==> src/shared/twsc_map.svh <==
// Offsets, codes and timing counts of the touch-wheel sensor control block
`ifndef TWSC_MAP_SVH
`define TWSC_MAP_SVH

// ----------------------------------------------------------------
// Clock and timing
// ----------------------------------------------------------------
`define TWSC_CLK_NS        100
`define TWSC_FLOAT_US      400
`define TWSC_FLOAT_CYC     ((`TWSC_FLOAT_US * 1000) / `TWSC_CLK_NS)
`define TWSC_CLAMP_NS      250
`define TWSC_CLAMP_CYC     ((`TWSC_CLAMP_NS + `TWSC_CLK_NS - 1) / `TWSC_CLK_NS)
`define TWSC_CLAMP_GUARD   4
`define TWSC_SETTLE_US     500
`define TWSC_CAL_GAP_US    1500
`define TWSC_FREE_MS       60
`define TWSC_CAL_BURSTS    10

// ----------------------------------------------------------------
// Commands and response fields
// ----------------------------------------------------------------
`define TWSC_CMD_CAL       8'h01
`define TWSC_CMD_DRIFT     8'h03
`define TWSC_RSP_TOUCH_BIT 7
`define TWSC_RSP_PROX_BIT  0
`define TWSC_RSP_ERR_BIT   1
`define TWSC_SPI_BITS      8

`endif

==> src/shared/twsc_pkg.sv <==
// Types shared by the touch-wheel sensor control block
package twsc_pkg;
    typedef logic [7:0] twsc_byte_t;
    typedef logic [6:0] twsc_pos_t;
    typedef logic [19:0] twsc_cnt_t;

    typedef enum logic [3:0] {
        ST_BOOT,
        ST_CAL_ACQ,
        ST_CAL_GAP,
        ST_IDLE,
        ST_FRAME,
        ST_SLEEP,
        ST_WAKE,
        ST_SETTLE,
        ST_ACQ
    } twsc_state_e;
endpackage

==> src/core/twsc_spi_shift.sv <==
// SPI slave byte shifter with pin synchronisers for the touch-wheel sensor
`timescale 1ns/1ps
`include "twsc_map.svh"

module twsc_spi_shift (
    input  wire logic              clk_sys,
    input  wire logic              rst_n,
    input  wire logic              ss_n_pin,
    input  wire logic              sclk_pin,
    input  wire logic              mosi_pin,
    input  wire logic              enable,
    input  wire twsc_pkg::twsc_byte_t tx_byte,
    output logic                   ss_low,
    output logic                   ss_fall,
    output logic                   ss_rise,
    output logic                   sclk_edge,
    output twsc_pkg::twsc_byte_t   rx_byte,
    output logic                   rx_valid,
    output logic                   miso,
    output logic                   miso_oe
);
    import twsc_pkg::*;

    // ----------------------------------------------------------------
    // Synchronisers: stage a feeds stage b only
    // ----------------------------------------------------------------
    logic [2:0] sync_a_r;
    logic [2:0] sync_b_r;
    logic [2:0] sync_c_r;

    always_ff @(posedge clk_sys or negedge rst_n) begin
        if (!rst_n) begin
            sync_a_r <= 3'h7;
            sync_b_r <= 3'h7;
            sync_c_r <= 3'h7;
        end else begin
            sync_a_r <= {ss_n_pin, sclk_pin, mosi_pin};
            sync_b_r <= sync_a_r;
            sync_c_r <= sync_b_r;
        end
    end

    logic sclk_rise;
    logic sclk_fall;

    assign ss_low    = ~sync_b_r[2];
    assign ss_fall   = sync_c_r[2] & ~sync_b_r[2];
    assign ss_rise   = ~sync_c_r[2] & sync_b_r[2];
    assign sclk_rise = ~sync_c_r[1] & sync_b_r[1];
    assign sclk_fall = sync_c_r[1] & ~sync_b_r[1];
    assign sclk_edge = sclk_rise | sclk_fall;

    // ----------------------------------------------------------------
    // Shift registers
    // ----------------------------------------------------------------
    twsc_byte_t tx_sh_r, tx_sh_nxt;
    twsc_byte_t rx_sh_r, rx_sh_nxt;
    twsc_byte_t rx_byte_nxt;
    logic [2:0] bit_cnt_r, bit_cnt_nxt;
    logic       valid_r, valid_nxt;
    logic       miso_r, miso_nxt;

    // Mode 3 framing: drive on falling, sample on rising, MSB first
    always_comb begin
        tx_sh_nxt   = tx_sh_r;
        rx_sh_nxt   = rx_sh_r;
        rx_byte_nxt = rx_byte;
        bit_cnt_nxt = bit_cnt_r;
        valid_nxt   = 1'b0;
        miso_nxt    = miso_r;
        if (ss_fall || !ss_low || !enable) begin
            tx_sh_nxt   = tx_byte;
            bit_cnt_nxt = 3'h0;
            miso_nxt    = tx_byte[7];
        end else begin
            if (sclk_fall) begin
                miso_nxt  = tx_sh_r[7];
                tx_sh_nxt = {tx_sh_r[6:0], 1'b0};
            end
            if (sclk_rise) begin
                rx_sh_nxt   = {rx_sh_r[6:0], sync_b_r[0]};
                bit_cnt_nxt = bit_cnt_r + 3'h1;
                if (bit_cnt_r == 3'(`TWSC_SPI_BITS - 1)) begin
                    rx_byte_nxt = {rx_sh_r[6:0], sync_b_r[0]};
                    valid_nxt   = 1'b1;
                    tx_sh_nxt   = tx_byte;
                end
            end
        end
    end

    always_ff @(posedge clk_sys or negedge rst_n) begin
        if (!rst_n) begin
            tx_sh_r   <= 8'h00;
            rx_sh_r   <= 8'h00;
            rx_byte   <= 8'h00;
            bit_cnt_r <= 3'h0;
            valid_r   <= 1'b0;
            miso_r    <= 1'b0;
        end else begin
            tx_sh_r   <= tx_sh_nxt;
            rx_sh_r   <= rx_sh_nxt;
            rx_byte   <= rx_byte_nxt;
            bit_cnt_r <= bit_cnt_nxt;
            valid_r   <= valid_nxt;
            miso_r    <= miso_nxt;
        end
    end

    assign rx_valid = valid_r;
    assign miso     = miso_r;
    // Released whenever select is high so other slaves can share the line
    assign miso_oe  = ss_low & enable;
endmodule

==> src/core/twsc_top.sv <==
// Control, sleep and status logic of the touch-wheel sensor
`timescale 1ns/1ps
`include "twsc_map.svh"

// Overview of operation
// - After an SPI transfer, sleep until slave-select rises; host may extend sleep.
// - On wake by slave-select rise, float proximity and talk-permit pins ~400 us.
// - On wake by slave-select rise clamp slave-select low three cycles (250 ns rounded up); host drives it open-drain.
// - Serial clock activity wakes the device, which then waits for slave-select rise.
// - Proximity output high while hand sensed; also bit 0 of untouched response.
// - Seven-bit position reported only while touched; 0/127, 43, 85 at terminals.
// - Position updates on each touched burst and clears to 0 when touch is lost.
// - Calibrate after rst_n (power-up) and on command 0x01; no other input triggers it.
// - Calibration runs ten bursts, 1.5 ms apart, without further host commands.
// - During calibration refuse communication and hold talk-permit low.
// - Error bit 1 set when untouched and signal fell well below reference.
// - Drift compensation only on drift command; calibration command clears error.
// - Wait 500 us after wake before a burst; no wait without preceding sleep.
// - Sync mode: after slave-select falls then rises, do one acquisition burst.
// - Slave-select high: acquire every ~60 ms without sleeping.
// - Eight-bit transfers, MSB first, clock idles high, drive falling, sample rising.
module twsc_top #(
    parameter int SETTLE_CYC  = (`TWSC_SETTLE_US * 1000) / `TWSC_CLK_NS,
    parameter int CAL_GAP_CYC = (`TWSC_CAL_GAP_US * 1000) / `TWSC_CLK_NS,
    parameter int FREE_CYC    = (`TWSC_FREE_MS * 1000000) / `TWSC_CLK_NS,
    parameter int CAL_BURSTS  = `TWSC_CAL_BURSTS
) (
    input  wire logic              clk_sys,
    input  wire logic              rst_n,
    input  wire logic              ss_n_in,
    output logic                   ss_n_out,
    output logic                   ss_n_oe,
    input  wire logic              sclk_in,
    input  wire logic              mosi_in,
    output logic                   miso_out,
    output logic                   miso_oe,
    output logic                   prox_out,
    output logic                   prox_oe,
    output logic                   host_talk_permit_out,
    output logic                   host_talk_permit_oe,
    output logic                   acq_start,
    output logic                   acq_cal,
    output logic                   drift_step,
    input  wire logic              acq_done,
    input  wire logic              fe_touch,
    input  wire logic              fe_prox,
    input  wire twsc_pkg::twsc_pos_t fe_pos,
    input  wire logic              fe_below_ref,
    output logic                   cal_busy,
    output logic                   sleeping,
    output logic                   touch_flag,
    output logic                   error_flag,
    output twsc_pkg::twsc_pos_t    pos_value
);
    import twsc_pkg::*;

    // ----------------------------------------------------------------
    // Helpers
    // ----------------------------------------------------------------
    function automatic twsc_byte_t resp_byte(input logic touch, input logic prox,
                                             input logic err, input twsc_pos_t pos);
        twsc_byte_t b;
        b = 8'h00;
        if (touch) begin
            b = {1'b1, pos};
        end else begin
            b[`TWSC_RSP_PROX_BIT] = prox;
            b[`TWSC_RSP_ERR_BIT]  = err;
        end
        return b;
    endfunction

    function automatic logic cnt_done(input twsc_cnt_t cnt, input int limit);
        return cnt >= twsc_cnt_t'(limit - 1);
    endfunction

    // ----------------------------------------------------------------
    // SPI shifter
    // ----------------------------------------------------------------
    logic       ss_low;
    logic       ss_fall_raw;
    logic       ss_rise_raw;
    logic       sclk_edge;
    twsc_byte_t rx_byte;
    logic       rx_valid;
    logic       ss_fall;
    logic       ss_rise;
    logic       talk_en;
    twsc_byte_t tx_byte;

    logic       touch_r, touch_nxt;
    logic       prox_r, prox_nxt;
    logic       err_r, err_nxt;
    twsc_pos_t  pos_r, pos_nxt;

    twsc_state_e state_r, state_nxt;
    logic [2:0]  clamp_cnt_r, clamp_cnt_nxt;

    assign talk_en = ~cal_busy;
    assign tx_byte = resp_byte(touch_r, prox_r, err_r, pos_r);

    twsc_spi_shift u_shift (
        .clk_sys   (clk_sys),
        .rst_n     (rst_n),
        .ss_n_pin  (ss_n_in),
        .sclk_pin  (sclk_in),
        .mosi_pin  (mosi_in),
        .enable    (talk_en),
        .tx_byte   (tx_byte),
        .ss_low    (ss_low),
        .ss_fall   (ss_fall_raw),
        .ss_rise   (ss_rise_raw),
        .sclk_edge (sclk_edge),
        .rx_byte   (rx_byte),
        .rx_valid  (rx_valid),
        .miso      (miso_out),
        .miso_oe   (miso_oe)
    );

    // Our own clamp pulse must not be mistaken for a host frame
    assign ss_fall = ss_fall_raw & (clamp_cnt_r == 3'h0);
    assign ss_rise = ss_rise_raw & (clamp_cnt_r == 3'h0);

    // ----------------------------------------------------------------
    // Sequencer
    // ----------------------------------------------------------------
    twsc_cnt_t   cnt_r, cnt_nxt;
    logic [3:0]  burst_r, burst_nxt;
    logic        cal_pend_r, cal_pend_nxt;
    logic        start_r, start_nxt;
    logic        drift_r, drift_nxt;
    logic        wake_pulse;
    logic        launch;

    always_comb begin
        state_nxt    = state_r;
        cnt_nxt      = cnt_r;
        burst_nxt    = burst_r;
        cal_pend_nxt = cal_pend_r;
        start_nxt    = 1'b0;
        drift_nxt    = 1'b0;
        wake_pulse   = 1'b0;
        launch       = 1'b0;
        case (state_r)
            ST_BOOT: begin
                cal_pend_nxt = 1'b1;
                launch       = 1'b1;
            end
            ST_CAL_ACQ: begin
                if (acq_done) begin
                    burst_nxt = burst_r + 4'h1;
                    cnt_nxt   = '0;
                    if (burst_r == 4'(CAL_BURSTS - 1)) begin
                        state_nxt = ST_IDLE;
                    end else begin
                        state_nxt = ST_CAL_GAP;
                    end
                end
            end
            ST_CAL_GAP: begin
                cnt_nxt = cnt_r + 20'h00001;
                if (cnt_done(cnt_r, CAL_GAP_CYC)) begin
                    state_nxt = ST_CAL_ACQ;
                    start_nxt = 1'b1;
                    cnt_nxt   = '0;
                end
            end
            ST_IDLE: begin
                cnt_nxt = cnt_r + 20'h00001;
                if (ss_fall) begin
                    state_nxt = ST_FRAME;
                end else if (cnt_done(cnt_r, FREE_CYC)) begin
                    launch = 1'b1;
                end
            end
            ST_FRAME: begin
                if (rx_valid) begin
                    state_nxt = ST_SLEEP;
                end else if (ss_rise) begin
                    launch = 1'b1;
                end
            end
            ST_SLEEP: begin
                if (ss_rise) begin
                    state_nxt  = ST_SETTLE;
                    wake_pulse = 1'b1;
                    cnt_nxt    = '0;
                end else if (sclk_edge) begin
                    state_nxt = ST_WAKE;
                end
            end
            ST_WAKE: begin
                if (rx_valid) begin
                    state_nxt = ST_SLEEP;
                end else if (ss_rise) begin
                    state_nxt = ST_SETTLE;
                    cnt_nxt   = '0;
                end
            end
            ST_SETTLE: begin
                cnt_nxt = cnt_r + 20'h00001;
                if (cnt_done(cnt_r, SETTLE_CYC)) begin
                    launch = 1'b1;
                end
            end
            ST_ACQ: begin
                if (acq_done) begin
                    state_nxt = ST_IDLE;
                    cnt_nxt   = '0;
                end
            end
            default: begin
                state_nxt = ST_BOOT;
            end
        endcase
        if (launch) begin
            start_nxt = 1'b1;
            cnt_nxt   = '0;
            if (cal_pend_nxt) begin
                state_nxt    = ST_CAL_ACQ;
                burst_nxt    = 4'h0;
                cal_pend_nxt = 1'b0;
            end else begin
                state_nxt = ST_ACQ;
            end
        end
        // Commands after the clear so a late byte is never lost
        if (rx_valid && talk_en) begin
            if (rx_byte == `TWSC_CMD_CAL) begin
                cal_pend_nxt = 1'b1;
            end
            if (rx_byte == `TWSC_CMD_DRIFT) begin
                drift_nxt = 1'b1;
            end
        end
    end

    always_ff @(posedge clk_sys or negedge rst_n) begin
        if (!rst_n) begin
            state_r    <= ST_BOOT;
            cnt_r      <= '0;
            burst_r    <= 4'h0;
            cal_pend_r <= 1'b0;
            start_r    <= 1'b0;
            drift_r    <= 1'b0;
        end else begin
            state_r    <= state_nxt;
            cnt_r      <= cnt_nxt;
            burst_r    <= burst_nxt;
            cal_pend_r <= cal_pend_nxt;
            start_r    <= start_nxt;
            drift_r    <= drift_nxt;
        end
    end

    // ----------------------------------------------------------------
    // Burst results
    // ----------------------------------------------------------------
    always_comb begin
        touch_nxt = touch_r;
        prox_nxt  = prox_r;
        err_nxt   = err_r;
        pos_nxt   = pos_r;
        if (acq_done && state_r == ST_CAL_ACQ) begin
            err_nxt = 1'b0;
        end else if (acq_done && state_r == ST_ACQ) begin
            touch_nxt = fe_touch;
            prox_nxt  = fe_prox;
            pos_nxt   = fe_touch ? fe_pos : 7'h00;
            err_nxt   = ~fe_touch & fe_below_ref;
        end
    end

    always_ff @(posedge clk_sys or negedge rst_n) begin
        if (!rst_n) begin
            touch_r <= 1'b0;
            prox_r  <= 1'b0;
            err_r   <= 1'b0;
            pos_r   <= 7'h00;
        end else begin
            touch_r <= touch_nxt;
            prox_r  <= prox_nxt;
            err_r   <= err_nxt;
            pos_r   <= pos_nxt;
        end
    end

    // ----------------------------------------------------------------
    // Wake float and diagnostic clamp
    // ----------------------------------------------------------------
    logic [11:0] float_cnt_r, float_cnt_nxt;

    always_comb begin
        float_cnt_nxt = float_cnt_r;
        clamp_cnt_nxt = clamp_cnt_r;
        if (wake_pulse) begin
            float_cnt_nxt = 12'(`TWSC_FLOAT_CYC);
            clamp_cnt_nxt = 3'(`TWSC_CLAMP_CYC + `TWSC_CLAMP_GUARD);
        end else begin
            if (float_cnt_r != 12'h000) begin
                float_cnt_nxt = float_cnt_r - 12'h001;
            end
            if (clamp_cnt_r != 3'h0) begin
                clamp_cnt_nxt = clamp_cnt_r - 3'h1;
            end
        end
    end

    always_ff @(posedge clk_sys or negedge rst_n) begin
        if (!rst_n) begin
            float_cnt_r <= 12'h000;
            clamp_cnt_r <= 3'h0;
        end else begin
            float_cnt_r <= float_cnt_nxt;
            clamp_cnt_r <= clamp_cnt_nxt;
        end
    end

    // ----------------------------------------------------------------
    // Outputs
    // ----------------------------------------------------------------
    assign ss_n_out             = 1'b0;
    // Guard cycles let the synchronised pin recover before frames count
    assign ss_n_oe              = clamp_cnt_r > 3'(`TWSC_CLAMP_GUARD);
    assign prox_out             = prox_r;
    assign prox_oe              = float_cnt_r == 12'h000;
    assign host_talk_permit_out = ~cal_busy;
    assign host_talk_permit_oe  = float_cnt_r == 12'h000;
    assign cal_busy             = (state_r == ST_CAL_ACQ) || (state_r == ST_CAL_GAP) || (state_r == ST_BOOT);
    assign acq_cal              = cal_busy;
    assign acq_start            = start_r;
    assign drift_step           = drift_r;
    assign sleeping             = state_r == ST_SLEEP;
    assign touch_flag           = touch_r;
    assign error_flag           = err_r;
    assign pos_value            = pos_r;
endmodule

==> config.mk <==
export PLATFORM = sky130hd
export DESIGN_NAME = twsc_top
export DESIGN_NICKNAME = d
export VERILOG_FILES = /design/src/shared/twsc_pkg.sv /design/src/core/twsc_spi_shift.sv /design/src/core/twsc_top.sv
export VERILOG_INCLUDE_DIRS = /design/src /design/src/shared
export SDC_FILE = /design/constraint.sdc
export NUM_CORES = 1
export LEC_CHECK = 0
export ABC_CLOCK_PERIOD_IN_PS = 6400
export BUFFER_PORTS_ARGS = -buffer_cell sky130_fd_sc_hd__buf_2
export CAP_MARGIN = 20
export CORE_MARGIN = 10
export CORE_UTILIZATION = 45
export CTS_CLUSTER_SIZE = 30
export DETAILED_ROUTE_END_ITERATION = 10
export SLEW_MARGIN = 5
export SYNTH_ARGS = -nofsm -noshare
export SYNTH_HDL_FRONTEND = slang
export SYNTH_SLANG_ARGS = --single-unit
==> constraint.sdc <==
create_clock -name clk_sys -period 6.4 [get_ports clk_sys]
set_input_delay 0 -clock clk_sys [delete_from_list [all_inputs] [get_ports clk_sys]]
set_output_delay 0 -clock clk_sys [all_outputs]
set_load 0.02 [all_outputs]
# Word level (Yosys, flattened, before mapping)
# Index checks and enable logic that the tools add are counted.
[op_classes]
n_addsub = 5
order_cmp = 4
n_eq_ne = 22
muxes = 59
bitwise = 17
reduce_logical = 26
[op_table]
columns = ["operator", "count"]
rows = [
  ["$mux W20", 5],
  ["$pmux W20 S5", 1],
  ["$mux W4", 15],
  ["$mux W8", 4],
  ["$pmux W4 S8", 1],
  ["$mux W12", 2],
  ["$mux W1", 23],
  ["$add A20 B1 Y20 const B", 1],
  ["$ge A20 B13 Y1 const B", 1],
  ["$ge A20 B14 Y1 const B", 1],
  ["$ge A20 B20 Y1 const B", 1],
  ["$eq A4 B3 Y1 const B", 4],
  ["$ne A3 B3 Y1 const B", 5],
  ["$logic_not A12 Y1", 1],
  ["$mux W3", 4],
  ["$reduce_bool A12 Y1", 1],
  ["$sub A12 B1 Y12 const B", 1],
  ["$reduce_bool A2 Y1", 5],
  ["$and A1 B1 Y1", 8],
  ["$eq A4 B2 Y1 const B", 2],
  ["$eq A4 B4 Y1 const B", 2],
  ["$eq A8 B1 Y1 const B", 1],
  ["$eq A8 B2 Y1 const B", 1],
  ["$not A1 Y1", 8],
  ["26 further kinds", 35],
]
[word_totals]
regBits = 93
out_inout_bits = 22
elab_cells = 154

# Longest topological paths before layout
[depth]
ltp_word = 9
mapped_depth = 12
mapped_depth_nobuf = 9

# Hierarchy
# From an unflattened synthesis, not the netlist that was laid out.
[hier_totals]
hier_cells = 522
hier_area_um2 = 4983.5
[by_module_without_submodules]
columns = ["mod", "n_inst", "cells_each", "area_each_um2", "seq_area_each_um2"]
rows = [
  ["twsc_top", 1, 413, 3485.8, 1401.3],
  ["twsc_spi_shift", 1, 109, 1497.7, 910.9],
]

# Worst setup path before layout
# OpenSTA, ideal clock, no wires.
[synth_path]
path_kind = "reg2reg"
from = "register clamp_cnt_r[0]"
to = "register cnt_r[5]"
setup_time_ns = 0.082
t_arrival_ns = 2.648
t_required_ns = 6.318
slack_ns = 3.670
path_stages_with_launch = 13
n_path_buf = 3
synth_period_minus_slack_ns = 2.730
cell_sequence = "dfrtp_1 > inv_1 > ha_1 > ha_1 > clkbuf_1 > and3b_1 > maj3_1 > o211ai_1 > or4_1 > buf_2 > buf_6 > or3_1 > a31oi_1"
[synth_between]
elab_chain_len = 7
word_cells_on_any_way = 15
[synth_lines]
columns = ["element", "line", "source"]
rows = [
  ["start, declared", "twsc_top.sv:97", "logic [2:0] clamp_cnt_r, clamp_cnt_nxt;"],
  ["start signal, assigned", "twsc_top.sv:315", "clamp_cnt_r <= clamp_cnt_nxt;"],
  ["$logic_not A3 Y1 *", "twsc_top.sv:121, twsc_top.sv:122", ""],
  ["$and A1 B1 Y1", "twsc_top.sv:122", "assign ss_rise = ss_rise_raw & (clamp_cnt_r == 3'h0);"],
  ["$mux W1", "twsc_top.sv:179", "end else if (ss_rise) begin"],
  ["$mux W1", "twsc_top.sv:177", "if (rx_valid) begin"],
  ["$pmux W1 S4", "twsc_top.sv:144", "case (state_r)"],
  ["$ne A3 B3 Y1 (no source line) (tied with other cells)", "--", ""],
  ["$reduce_and A3 Y1 (no source line)", "--", ""],
  ["end signal, assigned", "twsc_top.sv:248", "cnt_r <= cnt_nxt;"],
  ["end, declared", "twsc_top.sv:127", "twsc_cnt_t cnt_r, cnt_nxt;"],
]
# Every way passes the cells marked *; elsewhere a longest branch is shown, timed or not. The select of a mux whose other input is x is not followed.
# A chain may end at the register's enable or synchronous reset.

# Final worst setup path
[layout_path]
from = "register clamp_cnt_r[0]"
to = "register cnt_r[15]"
# Same word-level chain as after synthesis.

==> impl_results.md <==
* Num Clock Sinks at 92
* Max Slew Vio Count at 0
* Max cap viols at 0
* Drt pass-1 iters at 4
* Xor/xnor share of the synthesized area at between 2 and 2.5%
* DR DRC count at 0
* Clock Skew at 0.00977 ns
* Top FF cell, synth: dfrtp_1
* Post-synth EDFFs at 0
* Cell Rows at 37
* Startpoint Class: register
* Vias in the first global route at ~3500
* Nets at ~570
* Flops & latches, synth at 92
* Outcome: finished clean
* Initial antenna violation count at 0
* CTS buffer count at 9
* Final hold viol count at 0
* Synth Area in Adders at between 3 and 4%
* Worst hold path type: in -> async
* Critical path, cell by cell: inv_1 -> ha_1 -> ha_1 -> and3b_1 -> maj3_1 -> o211ai_1 -> buf_4 -> or4_1 -> or3_1 -> a31oi_1
* Count of final setup violators at 0
* Per-cell routed wire length at 14.9 µm
* Worst Path Required at 6.66 ns
* Setup crit end kind: register
* H-tree Lvls at 3
* CP Class: reg -> reg
* Main combinational cell family by area after synthesis: simple AND/OR/NAND/NOR gates
* Chip height at between 100 and 150 µm
* Fin crit share at 50.1%
* Synth Area in Simple Gates at 22.9%
* Worst Tran Pin Value at 0.979 ns
* Cell taking the most area after synthesis: dfrtp_1
* Yosys warning count at 0
* Mean Syn Cell Area at 9.56 µm²
* CTS clock-pin slew for the worst setup and hold paths at 0.09 ns
* Inst Count DP at 641
* Placer Congestion at 0.824
* Grt ovf at 0
* Hold buffers post-CTS at 22
* Mapped Nets at around 520
* Area growth syn-to-layout at 13.6%
* Fin cells at 679
* Core area at 10300 µm²
* DIE AREA at between 15000 and 20000 µm²
* Skew-Pair Late Insertion Delay at approximately 0.36 ns
* Fmax at 0.312 GHz
* Global-route wire length before repair at between 15000 and 20000 µm
* Most frequent CP cell: ha_1
* Crit-path leading delay family: simple AND/OR/NAND/NOR gates
* CTS tree: done
* Crit path buffers/inverters at 2
* Synth top area share at 44.3%
* Synth Area in Compound Gates at 11.4%
* Fillers at around 940
* Chip Width at between 100 and 150 µm
* LEAKAGE at 2.39 nW
* PortBufs at 36
* Final min period at 3.21 ns
* Via count at 3724
* Most frequent cell after synthesis: dfrtp_1
* Critical Path Fanout Max at 21
* Largest cells by area after synthesis: dfrtp_1 (44%), nand2_1 (5.1%), dfstp_2 (4.4%), mux2_2 (4.3%), nand3_1 (3.7%)
* Largest net degree at the start of global routing at 48
* Placed Instance Area at 4990 µm²
* GRT Overall Usage at 13.8%
* Post-Synthesis Cells at 497
* Final instance area at 5390 µm²
* Post-CTS setup buffer count at 0
* Initial Utilization at 46.0%
* N_diodes at 0
* Final WL at 10200 µm
* R2R setup slack at roughly 3.2 ns
* Sequential fraction of the synthesis area at just under 50%
* Async SR Flop Fraction at 100%
* Post-Syn Area at 4750 µm²
* Worst EP arrival at roughly 3.5 ns
* Setup TNS at 0 ns
* PD cells at 458 nW/µm²
* Post-synth cell types at 61
* Slew margin rel. at between 30% and 40%
* Clock root cell: clkbuf_8
* Layout cells sized above 1 at between 10% and 20%
* ANT nets after route at 0
* Max clock buf depth at 2
* FF/Latch Area at 2310 µm²
* Synth cell count leaders: dfrtp_1 (84), nand2_1 (65), nand3_1 (35), nor2_1 (29), clkbuf_1 (23)
* Post-CTS Resized at 0
* Post-synthesis mux area share at 6.80%
* Multi-input logic area at between 2000 and 2500 µm²
* Crit path max-delay cell type: or4_1
* Post-DP HPWL at 6850 µm
* RSZ-0062 raised after global routing: no
* I/O pins at 38
* Drt via density at 5.48
* Max incr delay on CP at 0.82 ns
* Drt initial violations at 313
* Max rail drop VDD at 212 µV
layout by cell type (no fill, tap or decap), types with 12 or more instances in the layout:
master | synthesis | layout
mux2i_1 | 12 | 12
a21oi_1 | 14 | 14
mux2_2 | 18 | 18
o21ai_0 | 21 | 21
nor2_1 | 29 | 29
inv_1 | 20 | 20
nand3_1 | 35 | 35
or3_1 | 22 | 22
a31oi_1 | 20 | 20
nand2_1 | 65 | 65
buf_2 | 1 | 35
dlygate4sd3_1 | 0 | 22
dfrtp_1 | 84 | 84
area by class of cell:
cell class / instances / share of cell area [%]
Sequential cell: 92 / 42.9
Multi-Input combinational cell: 353 / 41.1
Timing Repair Buffer: 62 / 8.03
Tap cell: 136 / 3.15
Clock buffer: 11 / 2.44
Inverter: 20 / 1.39
Clock inverter: 5 / 0.997
where the power goes:
group          switching [W]  internal (W)
clock network       0.000196      0.000180
registers           0.000248      0.000772
logic               0.000629      0.000444
total                0.00107       0.00139
metrics by stage:
stage | hold WS (ns) | utilization (%) | worst slack (ns) | total power [W]
floorplan | -0.296 | - | 3.67 | 0.00181
global placement | 0.0435 | 48.3 | 3.32 | 0.00207
detailed placement | 0.0520 | 48.3 | 3.20 | 0.00210
CTS | 0.194 | 52.2 | 3.16 | 0.00250
global route | 0.233 | 52.2 | 2.91 | 0.00268
finish | 0.183 | 52.2 | 3.19 | 0.00247
state kept, by name, summed over array words and instances (netlist names), 2 cells and up:
signal,cells
cnt_r,20
float_cnt_r,12
u_shift.rx_byte,8
u_shift.tx_sh_r,8
pos_value,7
u_shift.rx_sh_r,7
burst_r,4
state_r,4
clamp_cnt_r,3
u_shift.bit_cnt_r,3
u_shift.sync_a_r,3
u_shift.sync_b_r,3
u_shift.sync_c_r,2
worst register-to-register path, delay by kind of cell, from the launching register on:
kind | cells | cell delay, ns
and+or+nand+nor | 3 | 1.52
adders and majority gates | 3 | 0.66
DFF | 1 | 0.40
buffers and inverters | 2 | 0.28
AOI/OAI and AO/OA | 2 | 0.26
per-layer routing:
layer | track usage (%) | routed length (µm)
met5 | 0 | 0
met4 | 4.27 | 131
met3 | 3.03 | 415
met2 | 21.8 | 4790
met1 | 18.6 | 4820
logic make-up after synthesis:
logic type,after synthesis
flip-flops,92
other,1
adder cells (fa/ha/maj),12
buffers and inverters,52
AND/OR/NAND/NOR,213
XOR/XNOR,13
multiplexers,30
AO/OA/AOI/OAI,84
path summary, 6_finish.rpt:
| path | from | to | cells after the start |
|---|---|---|---|
| worst max-delay path | clamp_cnt_r[0] | cnt_r[15] | 10 |
| worst min-delay path | rst_n | float_cnt_r[5] | 2 |
| worst max register to register | clamp_cnt_r[0] | cnt_r[15] | 10 |
| worst min register to register | u_shift.sync_a_r[1] | u_shift.sync_b_r[1] | 0 |
| max in group asynchronous | rst_n | u_shift.rx_byte[2] | 3 |
| min in group clk_sys | mosi_in | u_shift.sync_a_r[0] | 2 |
Power figures use the tool's default switching activity.
